--- src/pkg/isr_map.vh ---
// register field positions, reset values and error codes of the status reporting core
`ifndef ISR_MAP_VH
`define ISR_MAP_VH
// status summary byte positions
`define ISR_SSB_EEQ 2
`define ISR_SSB_QUES 3
`define ISR_SSB_MAV 4
`define ISR_SSB_ESB 5
`define ISR_SSB_RQS 6
`define ISR_SSB_OPER 7
// standard event latch positions
`define ISR_SEL_OPC 0
`define ISR_SEL_NU 1
`define ISR_SEL_QYE 2
`define ISR_SEL_DDE 3
`define ISR_SEL_EXE 4
`define ISR_SEL_CME 5
`define ISR_SEL_URQ 6
`define ISR_SEL_PON 7
// reset values
`define ISR_BYTE_RST 8'h00
`define ISR_WORD_RST 16'h0000
// error codes are magnitudes: code = -(mag)
`define ISR_ERR_NONE 10'h000
`define ISR_ERR_CMD 10'h064
`define ISR_ERR_EXE_LO 10'h0C8
`define ISR_ERR_EXE_HI 10'h12B
`define ISR_ERR_DEV_LO 10'h12C
`define ISR_ERR_DEV_HI 10'h14A
`define ISR_ERR_OVF 10'h15E
`define ISR_ERR_QRY_LO 10'h190
`define ISR_ERR_QRY_HI 10'h1F3
`endif

--- src/rtl/isr_edge_latch.v ---
// rising-edge event latch with read-clear and clear-status
`timescale 1ns/1ps
module isr_edge_latch #(
  parameter W = 16
) (
  // clock and reset
  input wire sys_clk,
  input wire rst_n,
  // condition and control
  input wire [W-1:0] cond,
  input wire [W-1:0] set_pulse,
  input wire clr,
  // latch content
  output reg [W-1:0] latch_q
);
  reg [W-1:0] cond_q;
  wire [W-1:0] rise;
  wire [W-1:0] latch_d;

  assign rise = (cond & ~cond_q) | set_pulse;
  // set wins over clear so an event in the clearing cycle is kept
  assign latch_d = (clr ? {W{1'b0}} : latch_q) | rise;

  always @(posedge sys_clk or negedge rst_n) begin
    if (!rst_n) begin
      cond_q <= {W{1'b0}};
      latch_q <= {W{1'b0}};
    end else begin
      cond_q <= cond;
      latch_q <= latch_d;
    end
  end
endmodule // isr_edge_latch

--- src/rtl/isr_err_fifo.v ---
// error/event fifo holding error magnitudes with overflow marker
`timescale 1ns/1ps
`include "isr_map.vh"
module isr_err_fifo #(
  parameter DEPTH = 8,
  parameter AW = 3
) (
  // clock and reset
  input wire sys_clk,
  input wire rst_n,
  // push side
  input wire push,
  input wire [9:0] push_code,
  // pop side
  input wire pop,
  input wire clr,
  output wire [9:0] head_code,
  output wire not_empty
);
  reg [9:0] mem [0:DEPTH-1];
  reg [AW-1:0] wr_q;
  reg [AW-1:0] rd_q;
  reg [AW:0] cnt_q;
  reg locked_q;
  wire full;
  wire do_pop;
  wire do_push;
  wire last_slot;

  assign full = (cnt_q == DEPTH[AW:0]);
  assign not_empty = (cnt_q != {(AW+1){1'b0}});
  assign do_pop = pop & not_empty;
  // the last free slot takes the overflow code, then pushes stop until a read
  assign last_slot = (cnt_q == DEPTH[AW:0] - {{AW{1'b0}}, 1'b1}) & ~do_pop;
  assign do_push = push & ~locked_q & ~full;
  assign head_code = not_empty ? mem[rd_q] : `ISR_ERR_NONE;

  always @(posedge sys_clk) begin
    if (do_push) begin
      mem[wr_q] <= last_slot ? `ISR_ERR_OVF : push_code;
    end
  end

  always @(posedge sys_clk or negedge rst_n) begin
    if (!rst_n) begin
      wr_q <= {AW{1'b0}};
      rd_q <= {AW{1'b0}};
      cnt_q <= {(AW+1){1'b0}};
      locked_q <= 1'b0;
    end else if (clr) begin
      wr_q <= {AW{1'b0}};
      rd_q <= {AW{1'b0}};
      cnt_q <= {(AW+1){1'b0}};
      locked_q <= 1'b0;
    end else begin
      if (do_push) begin
        wr_q <= wr_q + {{(AW-1){1'b0}}, 1'b1};
      end
      if (do_pop) begin
        rd_q <= rd_q + {{(AW-1){1'b0}}, 1'b1};
      end
      cnt_q <= cnt_q + {{AW{1'b0}}, do_push} - {{AW{1'b0}}, do_pop};
      if (do_pop) begin
        locked_q <= 1'b0;
      end else if (do_push & last_slot) begin
        locked_q <= 1'b1;
      end
    end
  end
endmodule // isr_err_fifo

--- src/rtl/isr_status_core.v ---
// status byte, standard event latch, enable masks, output queue and error queue
// Function
// - status byte positions 0 and 1 always read zero
// - position 2 set while an error code waits in the queue
// - position 3 is the enabled questionable latch summary
// - position 4 set while unread response data sits in output queue
// - position 5 is the enabled standard event latch summary
// - position 6 reports the service request to a serial poll
// - position 7 is the operation latch summary
// - event bit 0 set when pending operations finish after opc; bit 1 zero
// - event bit 2 on query error, bit 3 on device error
// - event bit 4 on execution error, bit 5 on command error
// - event bit 6 on local button, bit 7 after power on
// - reading the standard event latch returns it then clears it
// - each summary is the OR of status AND enable pairs
// - standard event enable mask aligned with the latch, writable and readable
// - operation enable mask exists but operation sources report nothing
// - questionable enable mask selects questionable events into the summary
// - service request enable mask selects status bits raising a request
// - output queue cleared when a new message starts after a terminator
// - error queue is first-in first-out; error query pops the oldest
// - overflow records code 350 negative and refuses messages until read
// - queued error codes also set their matching standard event bit
// - event latch bits set on rising condition and hold until read
// - clear status resets all event latches
// - questionable latch query returns content then clears it
`timescale 1ns/1ps
`include "isr_map.vh"
module isr_status_core #(
  parameter OQ_DEPTH = 16,
  parameter OQ_AW = 4,
  parameter EQ_DEPTH = 8,
  parameter EQ_AW = 3
) (
  // clock and reset
  input wire sys_clk,
  input wire rst_n,
  // command strobes from the parser, same clock
  input wire cls_cmd,
  input wire opc_cmd,
  input wire ops_done,
  input wire msg_start,
  input wire ese_wr,
  input wire sre_wr,
  input wire qen_wr,
  input wire oen_wr,
  input wire [15:0] wr_data,
  input wire esr_rd,
  input wire qev_rd,
  input wire err_rd,
  // error reports
  input wire err_push,
  input wire [9:0] err_code,
  // output queue fill and drain
  input wire oq_wr,
  input wire [7:0] oq_wdata,
  input wire oq_rd,
  // condition inputs from outside the clock domain
  input wire [15:0] ques_cond_pin,
  input wire local_btn_pin,
  // read back values
  output reg [7:0] status_summary_byte_q,
  output reg [7:0] standard_event_latch_q,
  output reg [7:0] ese_mask_q,
  output reg [7:0] sre_mask_q,
  output reg [15:0] ques_mask_q,
  output reg [15:0] oper_mask_q,
  output reg [15:0] ques_latch_rd_q,
  output reg [9:0] err_rd_q,
  output reg [7:0] oq_rdata_q,
  output reg oq_rvalid_q,
  // service request line, open drain: oe low drives it low
  output reg srq_out_q,
  output reg srq_oe_n_q
);
  // ***********************************
  // input synchronisers
  // ***********************************
  reg [15:0] ques_s1_q;
  reg [15:0] ques_s2_q;
  reg btn_s1_q;
  reg btn_s2_q;
  reg pon_q;

  always @(posedge sys_clk or negedge rst_n) begin
    if (!rst_n) begin
      ques_s1_q <= `ISR_WORD_RST;
      ques_s2_q <= `ISR_WORD_RST;
      btn_s1_q <= 1'b0;
      btn_s2_q <= 1'b0;
      pon_q <= 1'b1;
    end else begin
      ques_s1_q <= ques_cond_pin;
      ques_s2_q <= ques_s1_q;
      btn_s1_q <= local_btn_pin;
      btn_s2_q <= btn_s1_q;
      pon_q <= 1'b0;
    end
  end

  // ***********************************
  // masks
  // ***********************************
  always @(posedge sys_clk or negedge rst_n) begin
    if (!rst_n) begin
      ese_mask_q <= `ISR_BYTE_RST;
      sre_mask_q <= `ISR_BYTE_RST;
      ques_mask_q <= `ISR_WORD_RST;
      oper_mask_q <= `ISR_WORD_RST;
    end else begin
      if (ese_wr) begin
        ese_mask_q <= wr_data[7:0];
      end
      if (sre_wr) begin
        sre_mask_q <= wr_data[7:0];
      end
      if (qen_wr) begin
        ques_mask_q <= wr_data;
      end
      if (oen_wr) begin
        oper_mask_q <= wr_data;
      end
    end
  end

  // ***********************************
  // operation complete tracking
  // ***********************************
  reg opc_armed_q;
  wire opc_fire;
  assign opc_fire = opc_armed_q & ops_done;

  always @(posedge sys_clk or negedge rst_n) begin
    if (!rst_n) begin
      opc_armed_q <= 1'b0;
    end else if (opc_cmd) begin
      opc_armed_q <= 1'b1;
    end else if (opc_fire | cls_cmd) begin
      opc_armed_q <= 1'b0;
    end
  end

  // ***********************************
  // error code to event mapping
  // ***********************************
  reg [7:0] err_events;
  always @* begin
    err_events = 8'h00;
    if (err_push) begin
      if (err_code == `ISR_ERR_CMD) begin
        err_events[`ISR_SEL_CME] = 1'b1;
      end else if (err_code >= `ISR_ERR_EXE_LO && err_code <= `ISR_ERR_EXE_HI) begin
        err_events[`ISR_SEL_EXE] = 1'b1;
      end else if (err_code >= `ISR_ERR_DEV_LO && err_code <= `ISR_ERR_DEV_HI) begin
        err_events[`ISR_SEL_DDE] = 1'b1;
      end else if (err_code >= `ISR_ERR_QRY_LO && err_code <= `ISR_ERR_QRY_HI) begin
        err_events[`ISR_SEL_QYE] = 1'b1;
      end
    end
  end

  // ***********************************
  // event latches
  // ***********************************
  wire [7:0] sel_set;
  wire [7:0] sel_cond;
  wire [7:0] sel_latch;
  wire [15:0] ques_latch;
  wire [15:0] oper_latch;

  assign sel_set = err_events
    | ({7'h00, opc_fire} << `ISR_SEL_OPC)
    | ({7'h00, pon_q} << `ISR_SEL_PON);
  // a held button is a level: only its rising edge may set the bit, else clear cannot win
  assign sel_cond = {7'h00, btn_s2_q} << `ISR_SEL_URQ;

  // standard latch: read or clear-status empties it
  isr_edge_latch #(
    .W(8)
  ) u_sel (
    .sys_clk(sys_clk),
    .rst_n(rst_n),
    .cond(sel_cond),
    .set_pulse(sel_set),
    .clr(esr_rd | cls_cmd),
    .latch_q(sel_latch)
  );

  // questionable latch: rising edges, query clears
  isr_edge_latch #(
    .W(16)
  ) u_ques (
    .sys_clk(sys_clk),
    .rst_n(rst_n),
    .cond(ques_s2_q),
    .set_pulse(16'h0000),
    .clr(qev_rd | cls_cmd),
    .latch_q(ques_latch)
  );

  isr_edge_latch #(
    .W(16)
  ) u_oper (
    .sys_clk(sys_clk),
    .rst_n(rst_n),
    .cond(16'h0000),
    .set_pulse(16'h0000),
    .clr(cls_cmd),
    .latch_q(oper_latch)
  );

  // ***********************************
  // error/event queue
  // ***********************************
  wire [9:0] eq_head;
  wire eq_pending;

  isr_err_fifo #(
    .DEPTH(EQ_DEPTH),
    .AW(EQ_AW)
  ) u_errq (
    .sys_clk(sys_clk),
    .rst_n(rst_n),
    .push(err_push),
    .push_code(err_code),
    .pop(err_rd),
    .clr(cls_cmd),
    .head_code(eq_head),
    .not_empty(eq_pending)
  );

  // ***********************************
  // output queue
  // ***********************************
  reg [7:0] oq_mem [0:OQ_DEPTH-1];
  reg [OQ_AW-1:0] oq_wp_q;
  reg [OQ_AW-1:0] oq_rp_q;
  reg [OQ_AW:0] oq_cnt_q;
  wire oq_full;
  wire oq_avail;
  wire oq_push;
  wire oq_pop;

  assign oq_full = (oq_cnt_q == OQ_DEPTH[OQ_AW:0]);
  assign oq_avail = (oq_cnt_q != {(OQ_AW+1){1'b0}});
  // excess response bytes are dropped while full
  assign oq_push = oq_wr & ~oq_full & ~msg_start;
  assign oq_pop = oq_rd & oq_avail & ~msg_start;

  always @(posedge sys_clk) begin
    if (oq_push) begin
      oq_mem[oq_wp_q] <= oq_wdata;
    end
  end

  always @(posedge sys_clk or negedge rst_n) begin
    if (!rst_n) begin
      oq_wp_q <= {OQ_AW{1'b0}};
      oq_rp_q <= {OQ_AW{1'b0}};
      oq_cnt_q <= {(OQ_AW+1){1'b0}};
    end else if (msg_start) begin
      oq_wp_q <= {OQ_AW{1'b0}};
      oq_rp_q <= {OQ_AW{1'b0}};
      oq_cnt_q <= {(OQ_AW+1){1'b0}};
    end else begin
      if (oq_push) begin
        oq_wp_q <= oq_wp_q + {{(OQ_AW-1){1'b0}}, 1'b1};
      end
      if (oq_pop) begin
        oq_rp_q <= oq_rp_q + {{(OQ_AW-1){1'b0}}, 1'b1};
      end
      oq_cnt_q <= oq_cnt_q + {{OQ_AW{1'b0}}, oq_push} - {{OQ_AW{1'b0}}, oq_pop};
    end
  end

  // ***********************************
  // summaries and status byte
  // ***********************************
  wire ques_sum;
  wire esb_sum;
  wire oper_sum;
  wire [7:0] ssb_raw;
  wire rqs;
  reg [7:0] ssb_d;

  assign ques_sum = |(ques_latch & ques_mask_q);
  assign esb_sum = |(sel_latch & ese_mask_q);
  assign oper_sum = |(oper_latch & oper_mask_q);

  always @* begin
    ssb_d = 8'h00;
    ssb_d[`ISR_SSB_EEQ] = eq_pending;
    ssb_d[`ISR_SSB_QUES] = ques_sum;
    ssb_d[`ISR_SSB_MAV] = oq_avail;
    ssb_d[`ISR_SSB_ESB] = esb_sum;
    ssb_d[`ISR_SSB_OPER] = oper_sum;
  end

  assign ssb_raw = ssb_d;
  // request when enabled bit other than 6 set
  assign rqs = |(ssb_raw & sre_mask_q & ~(8'h01 << `ISR_SSB_RQS));

  always @(posedge sys_clk or negedge rst_n) begin
    if (!rst_n) begin
      status_summary_byte_q <= `ISR_BYTE_RST;
      standard_event_latch_q <= `ISR_BYTE_RST;
      ques_latch_rd_q <= `ISR_WORD_RST;
      err_rd_q <= `ISR_ERR_NONE;
      oq_rdata_q <= `ISR_BYTE_RST;
      oq_rvalid_q <= 1'b0;
      srq_out_q <= 1'b0;
      srq_oe_n_q <= 1'b1;
    end else begin
      // request bit seen by serial poll
      status_summary_byte_q <= ssb_raw | ({7'h00, rqs} << `ISR_SSB_RQS);
      standard_event_latch_q <= sel_latch & ~(8'h01 << `ISR_SEL_NU);
      ques_latch_rd_q <= ques_latch;
      if (err_rd) begin
        err_rd_q <= eq_head;
      end
      if (oq_pop) begin
        oq_rdata_q <= oq_mem[oq_rp_q];
      end
      oq_rvalid_q <= oq_pop;
      srq_out_q <= 1'b0;
      srq_oe_n_q <= ~rqs;
    end
  end
endmodule // isr_status_core

--- config.mk ---
export PLATFORM = sky130hd
export DESIGN_NAME = isr_status_core
export DESIGN_NICKNAME = d
export VERILOG_FILES = /design/src/rtl/isr_edge_latch.v /design/src/rtl/isr_err_fifo.v /design/src/rtl/isr_status_core.v
export VERILOG_INCLUDE_DIRS = /design/src /design/src/pkg
export SDC_FILE = /design/constraint.sdc
export NUM_CORES = 1
export LEC_CHECK = 0
export BUFFER_PORTS_ARGS = -buffer_cell sky130_fd_sc_hd__buf_2
export CAP_MARGIN = 20
export CORE_AREA = 2 2 222 224
export DETAILED_ROUTE_END_ITERATION = 6
export DIE_AREA = 0 0 224 226
export PLACE_DENSITY = 0.61
export SLEW_MARGIN = 25
export SYNTH_ARGS = -nofsm -noshare
export SYNTH_HDL_FRONTEND = slang
export SYNTH_HIERARCHICAL = 1
export SYNTH_SLANG_ARGS = --single-unit
--- constraint.sdc ---
create_clock -name sys_clk -period 7.1 [get_ports sys_clk]
set_input_delay 1.42 -clock sys_clk [delete_from_list [all_inputs] [get_ports sys_clk]]
set_output_delay 1.42 -clock sys_clk [all_outputs]
set_load 0.02 [all_outputs]
==> qor.yml <==
clockPowerShare_pct: 37.5
ys.flop_type: "dfrtp_1"
ir_drop_mv: 0.196
cts_setup_buffers: 0
crit_required_ns: 7.54
syn_inst: 982
slew_headroom_pct: 28.8
outcome: "finished clean"
htreeDepth: 2
power_frac_comb_pct: 17.4
fin_hold_ws_ns: 0.342
final_nets: 1335
synth_area_per_cell_sq_um: 17.1
async_flop_share_pct: 53.3
setup_violations: 0
first_global_vias: 9152
pin_count: 168
skew_ns: 0.0266
end_kind: "flop"
cts.sink_count: 445
dr.pass1.iters: 5
synth_area_sq_mm: 0.0168
synth.distinct_cells: 61
max_freq_mhz: 291
switching_share_pct: 27.0
p_switching_uw: 1840
die_w_um: 224
vias: 9123
hold_viol: 0
clkTransAtPathRegs_ns: 0.06
numCtsBuffers: 48
cts_hold_buffers: 0
routed_wire_length_per_instance_um: 19.3
area_growth_pct: 20.3
cts-root-buf: "clkbuf_16"
yosysSeqAreaShare_pct: 72.6
routed_wl_um: 36900
place_congestion: 0.816
worstPathArrival_ns: 3.88
maxSlewViolCount: 0
powerDensity_mw_per_mm2: 337
viasPerCell: 4.78
intPower_uw: 4950
layoutNonFillerInstCount: 1907
post_cts_resized: 0
seq_power_share_pct: 45.1
seq_area_sq_mm: 0.0122
drive_gt1_share_pct: 26.6
grt_max_degree: 167
maxCapViolCount: 0
die-area_sq_mm: 0.0506
worstSetupStartpointType: "input port"
overflow: 0
ant_nets: 0
grt_setup_unrepaired: "no"
ys.warnings.count: 6
utilization_pct: 41.7
core_area_sq_mm: 0.0483
chipHeight_um: 226
grt_util_all_layers_pct: 14.8
drtIter0Drc: 633
synth_edf_count: 208
drcViolationCount: 0
ys_seq_elements: 445
fillers: 4343
rows: 81
setup_tns_ns: 0
placement.io_buffers: 163
dp.cells: 1818
crit_type: "in -> reg"
cts_tree: "done"
clk_path_buf_depth: 3
grt_pass1_wl_um: 56100
crit_fanout: 19
multi_input_area_sq_mm: 0.00448
tightestPinTransition_ns: 1.04
dp.final_hpwl_um: 24400
initial_core_util_pct: 34.7
leakagePower_uw: 0.00799
insertion_delay_ns: 0.59
antenna_found_initial: 2
period_share_pct: 48.4
hp-class: "reg -> reg"
fin_crit_ns: 3.44
==> power by group through the flow <==
stage	clock network, uW	registers [uW]	logic [uW]
CTS	2620	3070	1200
floorplan	0	3170	750
global route	2730	3090	1300
finish	2540	3060	1180
global placement	0	3110	1170
detailed placement	0	3110	1200
==> path summary, 6_finish.rpt <==
kind / startpoint / end / slack, ns / cells after the start
min in group asynchronous: rst_n / u_ques/cond_q[3]$_DFF_PN0_ / 0.81 / 1
setup reg to reg: oq_cnt_q[3]$_DFF_PN0_ / oq_cnt_q[4]$_DFF_PN0_ / 3.71 / 13
hold / removal: ques_s1_q[12]$_DFF_PN0_ / ques_s2_q[12]$_DFF_PN0_ / 0.34 / 0
max in group asynchronous: rst_n / oq_rp_q[0]$_DFFE_PN0P_ / 4.94 / 2
setup / recovery: msg_start / oq_cnt_q[4]$_DFF_PN0_ / 3.66 / 11
hold reg to reg: ques_s1_q[12]$_DFF_PN0_ / ques_s2_q[12]$_DFF_PN0_ / 0.34 / 0
==> layer usage <==
metal | routed length [um] | global-route usage, %
met1 | 16300 | 19.9
met2 | 17800 | 24.1
met3 | 1740 | 3.01
met4 | 930 | 4.84
met5 | 13 | 0
==> synth_stat cells (all sizes together), types with 2 or more instances <==
library cell	instances	share of area, %
nor3	3	0.090
dfrtp	235	35
nor2b	10	0.37
buf	19	0.86
nor2	51	1.2
o21ai	5	0.15
nor4b	2	0.10
dfstp	2	0.31
inv	60	1.3
mux4	36	4.9
or3	4	0.15
clkbuf	19	0.43
nand2b	11	0.41
xor2	6	0.31
ha	20	1.5
edfxtp	208	37
a221o	41	2.5
nand2	11	0.25
nand3b	3	0.13
nor3b	3	0.20
nand4	4	0.15
a21o	6	0.27
nand3	16	0.48
or2	9	0.34
a22oi	20	0.90
fa	2	0.24
mux2i	39	2.3
mux2	61	4.1
a22o	19	0.99
o311ai	2	0.10
and2	8	0.30
a21oi	11	0.33
a31oi	8	0.60
xnor2	3	0.16
a221oi	9	0.47
==> metrics by stage <==
step           setup slack [ns]  cell area [sq um]  total power (uW)
6_report                   3.66              20200              6790
3_3_place_gp               3.13              18500              4280
5_1_grt                    3.42              20200              7120
2_1_floorplan              3.54              17100              3920
4_1_cts                    3.67              20200              6890
3_5_place_dp               3.05              18500              4310
==> worst max-delay path, stage by stage <==
cell      delay, ns
buf_2          0.21
and3b_1        0.76
ha_1           0.35
inv_1          0.06
ha_1           0.16
inv_1          0.05
fa_1           0.38
nor2b_1        0.17
o21bai_1       0.10
a21oi_1        0.16
nor3b_1        0.06
==> placed cells by master, fill, tap and decap left out, types with 34 or more instances in the layout <==
master,netlist,routed
inv_1,57,57
mux2i_1,39,39
mux2_1,34,34
edfxtp_1,208,208
mux4_2,35,35
dfrtp_1,235,233
nor2_1,50,45
conb_1,1,85
buf_2,4,162
clkbuf_16,0,49
==> kinds of logic after synthesis <==
| group | count (synthesis) | synth area share (%) |
|---|---|---|
| AOI/OAI and AO/OA | 128 | 6.69 |
| xor gates and xnor gates | 9 | 0.470 |
| adders and majority gates | 22 | 1.73 |
| buffers and inverters | 98 | 2.63 |
| DFF | 445 | 72.6 |
| muxes | 136 | 11.3 |
| other | 1 | 0.0224 |
| and+or+nand+nor | 143 | 4.54 |
==> flip-flops by register name (all words and copies together) (netlist names), 5 cells and up <==
name                    count
oq_mem                    128
u_errq/mem                 80
oper_mask_q                16
ques_latch_rd_q            16
ques_mask_q                16
ques_s1_q                  16
ques_s2_q                  16
u_oper/cond_q              16
u_oper/latch_q             16
u_ques/cond_q              16
u_ques/latch_q             16
err_rd_q                   10
ese_mask_q                  8
oq_rdata_q                  8
sre_mask_q                  8
u_sel/cond_q                8
u_sel/latch_q               8
standard_event_latch_q      7
status_summary_byte_q       6
oq_cnt_q                    5
==> layout make-up <==
cell class | count | area share (%)
inverters | 60 | 1.12
flip-flops and latches | 445 | 60.4
clock buffers | 68 | 6.78
multi-input cells | 523 | 22.2
clock inverters | 20 | 1.32
well taps | 622 | 3.86
repair buffers | 168 | 4.34
diodes | 1 | 0.0124
(Power assumes the default switching activity.)
